### src/logic/clhi_consts.svh
// constants for the character lcd host interface
`ifndef CLHI_CONSTS_SVH
`define CLHI_CONSTS_SVH
`define CLHI_CLK_PERIOD_NS 50
`define CLHI_OP_TIME_NS 2000
`define CLHI_OP_CYCLES ((`CLHI_OP_TIME_NS + `CLHI_CLK_PERIOD_NS - 1) / `CLHI_CLK_PERIOD_NS)
`define CLHI_DD_LINE1_LAST 7'h27
`define CLHI_DD_LINE2_FIRST 7'h40
`define CLHI_DD_LINE2_LAST 7'h67
`define CLHI_DD_ONE_LAST 7'h4f
`define CLHI_DD_WORDS 80
`define CLHI_CG_WORDS 64
`define CLHI_SEG_BITS 40
`define CLHI_EXT_BITS 40
`define CLHI_BIT_DL 4
`define CLHI_BIT_N 3
`define CLHI_BIT_F 2
`define CLHI_BIT_ID 1
`define CLHI_BIT_DUTY11 2
`define CLHI_FRAME_DIV 16'h0400
`endif

### src/logic/clhi_pkg.sv
// types for the character lcd host interface
package clhi_pkg;
    typedef enum logic [1:0] {
        CLHI_IDLE = 2'b00,
        CLHI_BUSY = 2'b01,
        CLHI_FILL = 2'b11
    } clhi_state_type;
    typedef enum logic [1:0] {
        CLHI_DUTY8 = 2'b00,
        CLHI_DUTY11 = 2'b01,
        CLHI_DUTY16 = 2'b10
    } clhi_duty_type;
endpackage

### src/logic/clhi_fifo.sv
// small fifo for bytes written by the host
`timescale 1ns/100ps
module clhi_fifo #(
    parameter int WIDTH = 8,
    parameter int DEPTH = 8
) (
    input wire logic I_MCLK,
    input wire logic I_RESET_N,
    input wire logic i_in_valid,
    output logic o_in_ready,
    input wire logic [WIDTH-1:0] i_in_data,
    output logic o_out_valid,
    input wire logic i_out_ready,
    output logic [WIDTH-1:0] o_out_data
);
    localparam int AW = $clog2(DEPTH);
    typedef struct packed {
        logic [AW:0] wp;
        logic [AW:0] rp;
    } clhi_fifo_type;
    clhi_fifo_type st_r, st_nxt;
    logic [WIDTH-1:0] mem_r [DEPTH];
    logic full, empty;
    assign empty = st_r.wp == st_r.rp;
    assign full = (st_r.wp[AW-1:0] == st_r.rp[AW-1:0]) && (st_r.wp[AW] != st_r.rp[AW]);
    assign o_in_ready = !full;
    assign o_out_valid = !empty;
    assign o_out_data = mem_r[st_r.rp[AW-1:0]];
    always_comb begin
        st_nxt = st_r;
        if (i_in_valid && !full) begin
            st_nxt.wp = st_r.wp + 1'b1;
        end
        if (i_out_ready && !empty) begin
            st_nxt.rp = st_r.rp + 1'b1;
        end
    end
    always_ff @(posedge I_MCLK) begin
        if (!I_RESET_N) begin
            st_r <= '0;
        end else begin
            st_r <= st_nxt;
        end
        if (i_in_valid && !full) begin
            mem_r[st_r.wp[AW-1:0]] <= i_in_data;
        end
    end
endmodule

### src/logic/clhi_top.sv
// host port, ram transfer and extension driver logic of the lcd controller
`timescale 1ns/100ps
`include "clhi_consts.svh"
// Function
// - path select high data, low instruction
// - read when high, write when low
// - transfer only on enable strobe
// - low lines carry low bits 8-bit
// - high lines carry both nibbles 4-bit
// - busy shown on top bus line
// - bus width from instruction register bit
// - after data read, prefetch next ram
// - after data write, copy into ram
// - instruction register never read back
// - decode select and direction four ways
// - busy blocks further instructions
// - counter holds loaded ram address
// - counter steps after each ram access
// - text ram holds eighty bytes
// - one-line addresses 00 to 4f
// - two-line addresses 00-27 and 40-67
// - serial dots for extension driver
// - latch pulse and shift pulse outputs
// - alternating phase output for ac drive
// - duty one eighth, eleventh, sixteenth
// - width bit high eight, low four
// - 4-bit mode uses two transfers
// - entry bit chooses increment or decrement
module clhi_top #(
    parameter int OP_CYCLES = `CLHI_OP_CYCLES
) (
    input wire logic I_MCLK,
    input wire logic I_RESET_N,
    input wire logic I_PATH_SELECT_IN,
    input wire logic I_READ_NOT_WRITE,
    input wire logic I_ENABLE,
    input wire logic [3:0] I_LOW_BUS_LINES,
    output logic [3:0] O_LOW_BUS_LINES,
    output logic O_LOW_BUS_OE,
    input wire logic [3:0] I_HIGH_BUS_LINES,
    output logic [3:0] O_HIGH_BUS_LINES,
    output logic O_HIGH_BUS_OE,
    output logic O_EXT_LATCH_PULSE,
    output logic O_EXT_SHIFT_PULSE,
    output logic O_EXT_DATA,
    output logic O_AC_PHASE,
    output logic [1:0] O_DUTY,
    output logic O_INTERNAL_OP_FLAG
);
    // ----------------------------------------------------------------
    // state
    // ----------------------------------------------------------------
    typedef struct packed {
        logic [2:0] rs_s;
        logic [2:0] rw_s;
        logic [2:0] en_s;
        logic [15:0] dat_s0;
        logic [7:0] dat;
        logic [7:0] instruction_holding;
        logic [7:0] data_holding;
        logic [6:0] ram_address_counter;
        logic cg_sel;
        logic bus_width_sel;
        logic two_line;
        logic big_font;
        logic inc_dir;
        logic nib_low;
        logic [3:0] nib_hi;
        logic [15:0] op_cnt;
        clhi_pkg::clhi_state_type state;
        logic [5:0] ext_cnt;
        logic [15:0] frame_cnt;
        logic phase;
        logic shift_p;
        logic latch_p;
        logic ext_d;
        logic [7:0] rd_out;
    } clhi_top_type;
    clhi_top_type st_r, st_nxt;
    logic [7:0] dd_ram_r [`CLHI_DD_WORDS];
    logic [7:0] cg_ram_r [`CLHI_CG_WORDS];
    logic f_valid, f_ready, q_valid, q_ready, ram_wr;
    logic [7:0] f_data, q_data;
    logic [6:0] wr_addr;
    logic wr_cg;
    logic [15:0] dly;
    // ----------------------------------------------------------------
    // helpers
    // ----------------------------------------------------------------
    // maps the counter onto a flat text ram index
    function automatic logic [6:0] dd_index(input logic [6:0] a, input logic two);
        if (two && a >= `CLHI_DD_LINE2_FIRST) begin
            dd_index = a - `CLHI_DD_LINE2_FIRST + 7'h28;
        end else begin
            dd_index = a;
        end
    endfunction
    // next address, wrapping inside the valid ranges
    function automatic logic [6:0] step(input logic [6:0] a, input logic up,
            input logic two, input logic cg);
        if (cg) begin
            step = {1'b0, up ? a[5:0] + 6'h01 : a[5:0] - 6'h01};
        end else if (up) begin
            if (!two) begin
                step = (a == `CLHI_DD_ONE_LAST) ? 7'h00 : a + 7'h01;
            end else if (a == `CLHI_DD_LINE1_LAST) begin
                step = `CLHI_DD_LINE2_FIRST;
            end else if (a == `CLHI_DD_LINE2_LAST) begin
                step = 7'h00;
            end else begin
                step = a + 7'h01;
            end
        end else begin
            if (!two) begin
                step = (a == 7'h00) ? `CLHI_DD_ONE_LAST : a - 7'h01;
            end else if (a == `CLHI_DD_LINE2_FIRST) begin
                step = `CLHI_DD_LINE1_LAST;
            end else if (a == 7'h00) begin
                step = `CLHI_DD_LINE2_LAST;
            end else begin
                step = a - 7'h01;
            end
        end
    endfunction
    // ----------------------------------------------------------------
    // write buffer
    // ----------------------------------------------------------------
    // host data bytes queue here; busy holds while the queue drains
    clhi_fifo #(.WIDTH(8), .DEPTH(8)) u_fifo (
        .I_MCLK(I_MCLK),
        .I_RESET_N(I_RESET_N),
        .i_in_valid(f_valid),
        .o_in_ready(f_ready),
        .i_in_data(f_data),
        .o_out_valid(q_valid),
        .i_out_ready(q_ready),
        .o_out_data(q_data)
    );
    assign dly = 16'(OP_CYCLES);
    // ----------------------------------------------------------------
    // next state
    // ----------------------------------------------------------------
    logic fall, rd, wr;
    logic [7:0] byte_in;
    logic byte_done;
    always_comb begin
        st_nxt = st_r;
        f_valid = 1'b0;
        f_data = st_r.data_holding;
        q_ready = 1'b0;
        ram_wr = 1'b0;
        wr_addr = st_r.ram_address_counter;
        wr_cg = st_r.cg_sel;
        st_nxt.rs_s = {st_r.rs_s[1:0], I_PATH_SELECT_IN};
        st_nxt.rw_s = {st_r.rw_s[1:0], I_READ_NOT_WRITE};
        st_nxt.en_s = {st_r.en_s[1:0], I_ENABLE};
        st_nxt.dat_s0 = {st_r.dat_s0[7:0], I_HIGH_BUS_LINES, I_LOW_BUS_LINES};
        st_nxt.dat = st_r.dat_s0[15:8];
        // strobe edge after two sync stages
        fall = st_r.en_s[2] && !st_r.en_s[1];
        rd = fall && st_r.rw_s[2];
        wr = fall && !st_r.rw_s[2];
        byte_in = st_r.bus_width_sel ? st_r.dat : {st_r.nib_hi, st_r.dat[7:4]};
        byte_done = st_r.bus_width_sel || st_r.nib_low;
        if (fall && !st_r.bus_width_sel) begin
            st_nxt.nib_low = !st_r.nib_low;
            if (!st_r.nib_low) begin
                st_nxt.nib_hi = st_r.dat[7:4];
            end
        end
        // read data presented on strobe rise so it stands while enable is high
        if (st_r.en_s[1] && !st_r.en_s[2]) begin
            st_nxt.rd_out = st_r.rs_s[1]
                ? st_r.data_holding
                : {st_r.state != clhi_pkg::CLHI_IDLE, st_r.ram_address_counter};
        end
        unique case (st_r.state)
            clhi_pkg::CLHI_IDLE: begin
                if (wr && byte_done && !st_r.rs_s[2]) begin
                    st_nxt.instruction_holding = byte_in;
                    st_nxt.op_cnt = dly;
                    st_nxt.state = clhi_pkg::CLHI_BUSY;
                    if (byte_in[7]) begin
                        st_nxt.ram_address_counter = byte_in[6:0];
                        st_nxt.cg_sel = 1'b0;
                    end else if (byte_in[6]) begin
                        st_nxt.ram_address_counter = {1'b0, byte_in[5:0]};
                        st_nxt.cg_sel = 1'b1;
                    end else if (byte_in[5]) begin
                        st_nxt.bus_width_sel = byte_in[`CLHI_BIT_DL];
                        st_nxt.two_line = byte_in[`CLHI_BIT_N];
                        st_nxt.big_font = byte_in[`CLHI_BIT_F];
                        st_nxt.nib_low = 1'b0;
                    end else if (byte_in[7:2] == 6'h01) begin
                        st_nxt.inc_dir = byte_in[`CLHI_BIT_ID];
                    end else if (byte_in[7:1] == 7'h01) begin
                        st_nxt.ram_address_counter = 7'h00;
                    end
                end else if (wr && byte_done && f_ready) begin
                    f_valid = 1'b1;
                    f_data = byte_in;
                    st_nxt.data_holding = byte_in;
                    st_nxt.state = clhi_pkg::CLHI_FILL;
                end else if (rd && byte_done && st_r.rs_s[2]) begin
                    st_nxt.ram_address_counter = step(st_r.ram_address_counter, st_r.inc_dir,
                        st_r.two_line, st_r.cg_sel);
                    st_nxt.state = clhi_pkg::CLHI_FILL;
                end
            end
            clhi_pkg::CLHI_BUSY: begin
                st_nxt.op_cnt = st_r.op_cnt - 16'h0001;
                if (st_r.op_cnt <= 16'h0001) begin
                    st_nxt.state = clhi_pkg::CLHI_FILL;
                end
            end
            clhi_pkg::CLHI_FILL: begin
                // drains queued data writes, then refreshes the read-ahead byte
                if (q_valid) begin
                    q_ready = 1'b1;
                    ram_wr = 1'b1;
                    st_nxt.ram_address_counter = step(st_r.ram_address_counter, st_r.inc_dir,
                        st_r.two_line, st_r.cg_sel);
                end else begin
                    st_nxt.data_holding = st_r.cg_sel
                        ? cg_ram_r[st_r.ram_address_counter[5:0]]
                        : dd_ram_r[dd_index(st_r.ram_address_counter, st_r.two_line)];
                    st_nxt.state = clhi_pkg::CLHI_IDLE;
                end
            end
            default: begin
                st_nxt.state = clhi_pkg::CLHI_IDLE;
            end
        endcase
        // extension driver: shift one dot every two cycles from the bits of text ram byte 8, latching every 40 dots
        st_nxt.shift_p = !st_r.shift_p;
        st_nxt.latch_p = 1'b0;
        if (st_r.shift_p) begin
            st_nxt.ext_cnt = (st_r.ext_cnt == 6'(`CLHI_EXT_BITS - 1)) ? 6'h00
                : st_r.ext_cnt + 6'h01;
            st_nxt.latch_p = st_r.ext_cnt == 6'(`CLHI_EXT_BITS - 1);
            st_nxt.ext_d = dd_ram_r[7'(`CLHI_SEG_BITS / 5)][st_r.ext_cnt[2:0]];
        end
        st_nxt.frame_cnt = st_r.frame_cnt + 16'h0001;
        if (st_r.frame_cnt == `CLHI_FRAME_DIV) begin
            st_nxt.frame_cnt = 16'h0000;
            st_nxt.phase = !st_r.phase;
        end
    end
    // ----------------------------------------------------------------
    // registers
    // ----------------------------------------------------------------
    always_ff @(posedge I_MCLK) begin
        if (!I_RESET_N) begin
            st_r <= '0;
            st_r.bus_width_sel <= 1'b1;
            st_r.inc_dir <= 1'b1;
        end else begin
            st_r <= st_nxt;
        end
    end
    // ram writes come only from the drained queue, one per cycle
    always_ff @(posedge I_MCLK) begin
        if (ram_wr) begin
            if (wr_cg) begin
                cg_ram_r[wr_addr[5:0]] <= q_data;
            end else begin
                dd_ram_r[dd_index(wr_addr, st_r.two_line)] <= q_data;
            end
        end
    end
    // ----------------------------------------------------------------
    // outputs
    // ----------------------------------------------------------------
    logic drive;
    assign drive = I_ENABLE && st_r.rw_s[1];
    assign O_HIGH_BUS_LINES = (st_r.bus_width_sel || !st_r.nib_low)
        ? st_r.rd_out[7:4] : st_r.rd_out[3:0];
    assign O_LOW_BUS_LINES = st_r.rd_out[3:0];
    assign O_HIGH_BUS_OE = drive;
    assign O_LOW_BUS_OE = drive && st_r.bus_width_sel;
    assign O_EXT_LATCH_PULSE = st_r.latch_p;
    assign O_EXT_SHIFT_PULSE = st_r.shift_p;
    assign O_EXT_DATA = st_r.ext_d;
    assign O_AC_PHASE = st_r.phase;
    assign O_DUTY = st_r.two_line ? clhi_pkg::CLHI_DUTY16
        : (st_r.big_font ? clhi_pkg::CLHI_DUTY11 : clhi_pkg::CLHI_DUTY8);
    assign O_INTERNAL_OP_FLAG = st_r.state != clhi_pkg::CLHI_IDLE;
endmodule

### config.mk
export PLATFORM = sky130hd
export DESIGN_NAME = clhi_top
export DESIGN_NICKNAME = d
export VERILOG_FILES = /design/src/logic/clhi_pkg.sv /design/src/logic/clhi_fifo.sv /design/src/logic/clhi_top.sv
export VERILOG_INCLUDE_DIRS = /design/src /design/src/logic
export SDC_FILE = /design/constraint.sdc
export NUM_CORES = 1
export LEC_CHECK = 0
export BUFFER_PORTS_ARGS = -buffer_cell sky130_fd_sc_hd__buf_2
export CAP_MARGIN = 20
export CORE_MARGIN = 3
export CORE_UTILIZATION = 27
export DETAILED_ROUTE_END_ITERATION = 8
export HOLD_SLACK_MARGIN = 0.06
export PLACE_DENSITY = 0.37
export SLEW_MARGIN = 5
export SYNTH_ARGS = -nofsm -noshare
export SYNTH_HDL_FRONTEND = slang
export SYNTH_SLANG_ARGS = --single-unit
### constraint.sdc
create_clock -name I_MCLK -period 4.6 [get_ports I_MCLK]
set_clock_uncertainty 0.2 [all_clocks]
set_input_delay 0.92 -clock I_MCLK [delete_from_list [all_inputs] [get_ports I_MCLK]]
set_output_delay 0.92 -clock I_MCLK [all_outputs]
set_load 0.03 [all_outputs]
# Yosys cells after proc, flatten, opt, wreduce, memory -nomap -nowiden
# Memory sizes are Yosys's and may differ from the RTL's. A register that Yosys moved wholly into a read port is not among the register bits.
# Cells that the tools add are included.
word_totals:
  inputBits: 13
  word_cells: 186
  out_inout_bits: 17
  n_memories: 3
  ff_bits: 118
  mem_bits_rw: 1216
classes:
  magnitude_cmp: 3
  n_mux: 72
  n_reduce_logical: 44
  addsub: 11
  eq_ne: 23
  n_bitwise: 5
memory_table:
  columns: ["memory", "words", "word_bits", "rd", "rd_ports_with_merged_regs", "write_ports", "line", "text"]
  rows:
  - ["dd_ram_r", 80, 8, 2, 0, 1, "clhi_top.sv:80", "logic [7:0] dd_ram_r [`CLHI_DD_WORDS];"]
  - ["cg_ram_r", 64, 8, 1, 1, 1, "clhi_top.sv:81", "logic [7:0] cg_ram_r [`CLHI_CG_WORDS];"]
  - ["u_fifo.mem_r", 8, 8, 1, 1, 1, "clhi_fifo.sv:22", "logic [WIDTH-1:0] mem_r [DEPTH];"]
ops:
  columns: ["cell", "n"]
  rows:
  - ["$mux 7", 23]
  - ["$mux 8", 8]
  - ["$pmux 16 s2", 1]
  - ["$pmux 15 s2", 1]
  - ["$mux 6", 4]
  - ["$eq 7x7->1 const B", 3]
  - ["$mux 1", 21]
  - ["$add 16x1->16 const B", 1]
  - ["$eq 16x11->1 const B", 1]
  - ["$le 16x1->1 const B", 1]
  - ["$logic_and 1x1->1", 16]
  - ["$mux 16", 1]
  - ["$sub 16x1->16 const B", 1]
  - ["$ne 5x5->1 const B", 3]
  - ["$add 6x1->6 const B", 2]
  - ["$mux 2", 6]
  - ["$logic_not 1->1", 10]
  - ["$add 4x1->4 const B", 2]
  - ["$mux 4", 2]
  - ["$reduce_and 2->1", 4]
  - ["$reduce_bool 2->1", 4]
  - ["$add 7x1->7 const B", 1]
  - ["$add 7x6->7 const B", 1]
  - ["$eq 7x1->1 const B", 1]
  - ["30 further kinds", 40]

# Longest topological paths before layout
depth:
  ltp_word: 12
  depth_mapped: 13
  depth_no_buf: 9

# Cells and area by module
# From an unflattened synthesis, not the netlist that was laid out.
hier_totals:
  cells_unflattened: 3031
  area_unflattened_um2: 52708.1
modules_own_cells:
  columns: ["module", "cells_per_inst", "seq_area_each_um2", "area_per_inst_um2", "n_inst"]
  rows:
  - ["clhi_top", 2855, 36915.4, 49452.4, 1]
  - ["clhi_fifo", 176, 2142.1, 3255.6, 1]

# Worst setup path before layout
# Ideal clock, no wire load.
synth_path:
  kind: "register to register"
  startpoint: "register (tool-made name)"
  endpoint: "memory cg_ram_r[0][0], data pin"
  t_required_ns: 4.000
  period_less_slack_ns: 3.216
  setup_slack_ns: 1.384
  stages_incl_launch_ff: 5
  arrival_ns: 2.616
  setup_time_ns: 0.400
  path_buffers: 2
  cell_sequence: "dfxtp_1 -> clkbuf_1 -> buf_1 -> mux4_2 -> mux2_2"
synth_lines:
  columns: ["element", "line"]
  rows:
  - ["end: declaration", "clhi_top.sv:81"]

# Worst setup path in the final report
layout_path:
  startpoint: "register st_r (netlist bit wr_addr[3])"
  endpoint: "register st_r[69] (netlist bit)"
layout_between:
  elab_chain_len: 9
  word_cells_on_any_way: 11
  cone_classes: "add/sub (2); order compare (1); mux (6); reduce/logical (1); memory (1)"
layout_rtl:
  columns: ["element", "line", "text"]
  rows:
  - ["start: declaration", "clhi_top.sv:79", "clhi_top_type st_r, st_nxt;"]
  - ["start signal: assignment", "clhi_top.sv:258", "st_r <= st_nxt;"]
  - ["$sub 7x7->7 (no source line) / $ge 7x7->1 (equally long branches)", null, null]
  - ["$add 7x6->7 / $logic_and 1x1->1 (equally long branches)", null, null]
  - ["$mux 7 (*)", "clhi_top.sv:92", "if (two && a >= `CLHI_DD_LINE2_FIRST) begin"]
  - ["$mux 7 (*)", "clhi_top.sv:218", "if (q_valid) begin"]
  - ["$mux 7 (*)", "clhi_top.sv:177", "unique case (st_r.state)"]
  - ["$mem_v2 80x8 (*)", null, null]
  - ["$mux 8 (*)", "clhi_top.sv:225", "? cg_ram_r[st_r.ram_address_counter[5:0]]"]
  - ["$mux 8 (*)", "clhi_top.sv:218", null]
  - ["$pmux 15 s2 (*)", "clhi_top.sv:177", null]
# Mark *: on every way between the ends. The rest lies on a longest branch, timed or not. The select of a mux whose other input is x is not followed.
# A chain may end at the register's enable or synchronous reset.

==> out/metrics.sh <==
NUMCTSBUFFERS=154
SYNTH.LARGEST_AREA_CELL='sky130_fd_sc_hd__edfxtp_1'
SYNTH_COMPOUND_AREA_SHARE_PCT=7.71
CLOCKROOTBUFFER='sky130_fd_sc_hd__clkbuf_16'
MIN-DELAY-START='I_READ_NOT_WRITE'
CLKTRANSATPATHREGS_NS=0.06
GLOBAL_ROUTE_WIRE_LENGTH_BEFORE_REPAIR_UM=240000
MIN_DELAY_WORST_TYPE='in -> reg'
SYNTH_TOP_FAMILY_BY_AREA='multiplexers'
DRTANTENNAVIOLNETS=0
CLOCK_LATENCY_NS=0.80
STARTPOINT_TYPE='register'
WORST_EP_REQUIRED_TIME_NS=5.09
SYNTH-SIMPLE-AREA-SHARE_PCT=6.02
CTS_MAX_PATH_BUFFERS=3
PATH_DEPTH=10
P_PER_AREA_mW_PER_MM2=530
YOSYS_WARNING_COUNT=0
PLACE_CONGESTION=0.811
CTS_POST_SETUP_BUFFERS_INSERTED=0
NET_COUNT_AFTER_SYNTHESIS=3208
PIN_COUNT_OF_THE_BIGGEST_NET_ENTERING_GLOBAL_ROUTING=77
PATH_BUF_INV=3
FINALHOLDWORSTSLACK_NS=0.160
CLOCK-SINKS=1343
SYNTH_MUX_AREA_SHARE_PCT=9.45
FF2FF_PATH_DEPTH=10
PLACE_WS_NS=0.546
SYNTH.FF_LATCH_COUNT=1343
VIAS_PER_CELL=4.88
DRIVE_GT1_SHARE_PCT=20.8
SYNTH.CELLS.MOST_FREQUENT='sky130_fd_sc_hd__edfxtp_1, sky130_fd_sc_hd__nor2_1, sky130_fd_sc_hd__nand2_1'
GLOBAL_ROUTE.OVERFLOW_TOTAL=0
PLACEMENT_ROWS=162
FLOORPLAN.INITIALDENSITY_PCT=27.2
SYNTH-MAIN-FF-CELL='sky130_fd_sc_hd__edfxtp_1'
DRC=0
CRIT_ARRIVAL_NS=4.37
GRT_PASS1_VIAS=31314
CORE_AREA_MM2=0.195
FLOORPLAN.DIE_AREA_MM2=0.202
CRITICAL_PATH.MOST_COMMON_CELL='sky130_fd_sc_hd__buf_4'
MAX_CAP_CHECK_VIOLATION_COUNT=0
SYNTHDOMINANTCELLAREASHARE_PCT=68.7
RUN_STATUS='completed'
CRITICAL_PATH_CLASS='reg -> reg'
REG_TO_REG_STARTPOINT='wr_addr[3]'
GRT_UTIL_ALL_LAYERS_PCT=16.5
REG2REG_SLACK_NS=0.72
MAX-SLEW-MARGIN-REL_PCT=22.6
ASYNC_FLOP_SHARE_PCT=0
DR_TOTAL_VIAS=30153
MAX_STAGE_DELAY_NS=0.63
REPORT.FINAL.HOLD_VIOL_COUNT=0
GRT_SETUP_UNREPAIRED='false'
SYNTH.YOSYS.SEQ_AREA_SHARE_PCT=73.5
SYNTH_XOR_XNOR_AREA_SHARE_PCT=0.791
WORST_SETUP_PATH_END_KIND='register'
AREA_CONTRIBUTORS_POST_SYNTH='sky130_fd_sc_hd__edfxtp_1, sky130_fd_sc_hd__mux4_2, sky130_fd_sc_hd__dfxtp_1, sky130_fd_sc_hd__mux2i_1, sky130_fd_sc_hd__a22oi_1'
LEAKAGE_nW=20.1
POSTLAYOUTCOREUTIL_PCT=32.2
GRT_ANTENNA_BEFORE_REPAIR=7
TOTAL_WIRELENGTH_OF_THE_DETAILED_ROUTED_DESIGN_UM=169000
CRITICAL_PATH.TOP_DELAY_FAMILY='compound AO/OA/AOI/OAI gates'
IO_BUFFER_COUNT=29
POST_LAYOUT_WORST_SETUP_MARGIN_NS=0.717
CRITICAL_PATH_PEAK_FANOUT=17
DETAILEDROUTE.FIRSTITERATIONVIOLATIONS=2571
HOLDPATHSTAGES=2
SYN-MEAN-INSTANCE-AREA_UM2=16.7
FINAL_MIN_PERIOD_OVER_CLOCK_PERIOD_PCT=84.4
LAYOUT.NETS=3461
DP.FINAL_HPWL_UM=110000
VDD_IR_DROP_MAX_mV=0.400
MAX_FCLK_MHz=258
DIE-WIDTH_UM=450
ROUTE.DETAILED.WL_PER_INST_UM=27.3
IOS=30
REPORT.FINAL.SLEW_VIOL_COUNT=0
SYNTHCELLS=3174
SETUP_VIOL=0
HOLD_END='st_nxt[113]'
TIMING.CRITICAL_PATH.SLOWEST_STAGE_CELL='sky130_fd_sc_hd__a2111oi_0'
FINAL.MIN_CLOCK_PERIOD_NS=3.88
CTS_TREE='done'
DIE_Y_UM=450
SUMMED_INSTANCE_AREA_OF_THE_SYNTHESIZED_NETLIST_MM2=0.0531
DRT-PASS1-ITER-COUNT=6
CTS_MAX_LEVEL=4
SYNTH_ENABLE_FLOP_CELLS=1216
YOSYS.CELL_COUNT.TOP_TYPE='sky130_fd_sc_hd__edfxtp_1'
WORSTPATHCELLLIST='inv_1, ha_1, and4_1, a21oi_2, buf_4, a31oi_1, a2111oi_0, buf_4, o221ai_1, a32o_1'
SYNTH-ADDER-AREA-SHARE_PCT=0.509
REG2REG_TO='st_r[69]'
AREA_GROWTH_PCT=18.3
TIMING.SETUP.TNS_NS=0
TRANSITION_AT_THE_PIN_WITH_THE_SMALLEST_MAX_TRANSITION_SLACK_NS=1.16
SYNTH.DISTINCT_CELLS=86
==> registers in the layout, summed over array words and instances (netlist names), named ones only <==
register,flops
wr_addr,7
cg_ram_r,512
dd_ram_r,640
u_fifo.mem_r,64
O_AC_PHASE,1
u_fifo.st_r,8
st_nxt,22
wr_cg,1
O_EXT_LATCH_PULSE,1
O_LOW_BUS_LINES,4
O_EXT_DATA,1
O_EXT_SHIFT_PULSE,1
st_r,72
==> stage by stage <==
step | area, um^2 | instances | power, W
2_1_floorplan | 53100 | 3174 | 0.0181
3_3_place_gp | 57700 | 5883 | 0.0214
3_5_place_dp | 57700 | 5883 | 0.0214
4_1_cts | 62800 | 6174 | 0.0338
5_1_grt | 62900 | 6179 | 0.0346
6_report | 62900 | 6182 | 0.0333
==> power by group <==
part	switching [W]	total [W]	internal (W)
clock	0.00503	0.0122	0.00719
sequential	0.000364	0.0136	0.0133
combinational	0.00478	0.00750	0.00272
total	0.0102	0.0333	0.0232
==> cell families after synthesis <==
| group | after synthesis |
|---|---|
| multiplexers | 316 |
| AO/OA/AOI/OAI | 557 |
| adder cells (fa/ha/maj) | 21 |
| flip-flops | 1343 |
| XOR/XNOR | 48 |
| buffers and inverters | 220 |
| AND/OR/NAND/NOR | 669 |
==> how the worst max path moves through the flow <==
stage,startpoint,end
final,wr_addr[3],st_r[69]
after global routing,u_fifo.st_r[5],cg_ram_r[11][7]
after CTS,register,st_r[74]
after detailed placement,register,st_r[73]
after global placement,register,st_r[73]
after floorplan,register,cg_ram_r[0][0]
==> final cells by class <==
type	instances	area (um^2)
well taps	2624	3280
inverters	22	82.6
diodes	4	10.0
flip-flops and latches	1343	39100
clock buffers	206	4210
clock inverters	77	820
fillers	18876	132000
multi-input cells	1611	13100
repair buffers	295	2320
==> placed cells by master (no fill, tap or decap), types with 11 or more instances in the layout <==
| master | count |
|---|---|
| sky130_fd_sc_hd__a21oi_1 | 59 |
| sky130_fd_sc_hd__a221oi_1 | 46 |
| sky130_fd_sc_hd__a22o_1 | 33 |
| sky130_fd_sc_hd__a22oi_1 | 129 |
| sky130_fd_sc_hd__a31oi_1 | 29 |
| sky130_fd_sc_hd__a41oi_1 | 12 |
| sky130_fd_sc_hd__and2_1 | 53 |
| sky130_fd_sc_hd__buf_12 | 11 |
| sky130_fd_sc_hd__buf_2 | 29 |
| sky130_fd_sc_hd__buf_4 | 243 |
| sky130_fd_sc_hd__bufinv_16 | 13 |
| sky130_fd_sc_hd__clkbuf_1 | 42 |
| sky130_fd_sc_hd__clkbuf_16 | 159 |
| sky130_fd_sc_hd__clkinv_1 | 25 |
| sky130_fd_sc_hd__clkinv_2 | 22 |
| sky130_fd_sc_hd__dfxtp_1 | 121 |
| sky130_fd_sc_hd__edfxtp_1 | 1216 |
| sky130_fd_sc_hd__ha_1 | 20 |
| sky130_fd_sc_hd__inv_1 | 18 |
| sky130_fd_sc_hd__mux2_2 | 46 |
| sky130_fd_sc_hd__mux2i_1 | 118 |
| sky130_fd_sc_hd__mux4_2 | 143 |
| sky130_fd_sc_hd__nand2_1 | 157 |
| sky130_fd_sc_hd__nand2b_1 | 13 |
| sky130_fd_sc_hd__nand3_1 | 43 |
| sky130_fd_sc_hd__nand4_1 | 17 |
| sky130_fd_sc_hd__nor2_1 | 247 |
| sky130_fd_sc_hd__nor2b_1 | 25 |
| sky130_fd_sc_hd__nor3_1 | 29 |
| sky130_fd_sc_hd__nor4_1 | 11 |
| sky130_fd_sc_hd__o2111ai_1 | 13 |
| sky130_fd_sc_hd__o211a_1 | 15 |
| sky130_fd_sc_hd__o211ai_1 | 15 |
| sky130_fd_sc_hd__o21ai_0 | 65 |
| sky130_fd_sc_hd__o221ai_1 | 12 |
| sky130_fd_sc_hd__o22ai_1 | 29 |
| sky130_fd_sc_hd__xnor2_1 | 27 |
| sky130_fd_sc_hd__xor2_1 | 21 |
==> worst reg2reg max path: cells and delay by family, from the launching register on <==
kind	cells	cell delay, ns
AO/OA/AOI/OAI	5	1.58
adder cells (fa/ha/maj)	1	0.40
buffers and inverters	3	0.80
flip-flops	1	0.55
AND/OR/NAND/NOR	1	0.23
==> per-layer routing <==
metal	track usage, %	wire [um]	vias up
met2	26.7	80400	789
li1	-	-	13219
met1	22.1	74900	15920
met5	0	13	-
met4	5.08	4460	2
met3	3.41	8960	223
==> repair_timing <==
action	4_1_cts	5_1_grt
hold buffers	8	0
resized for setup	0	0
endpoints found under the hold margin	8	0
Power figures use the tool's default switching activity.
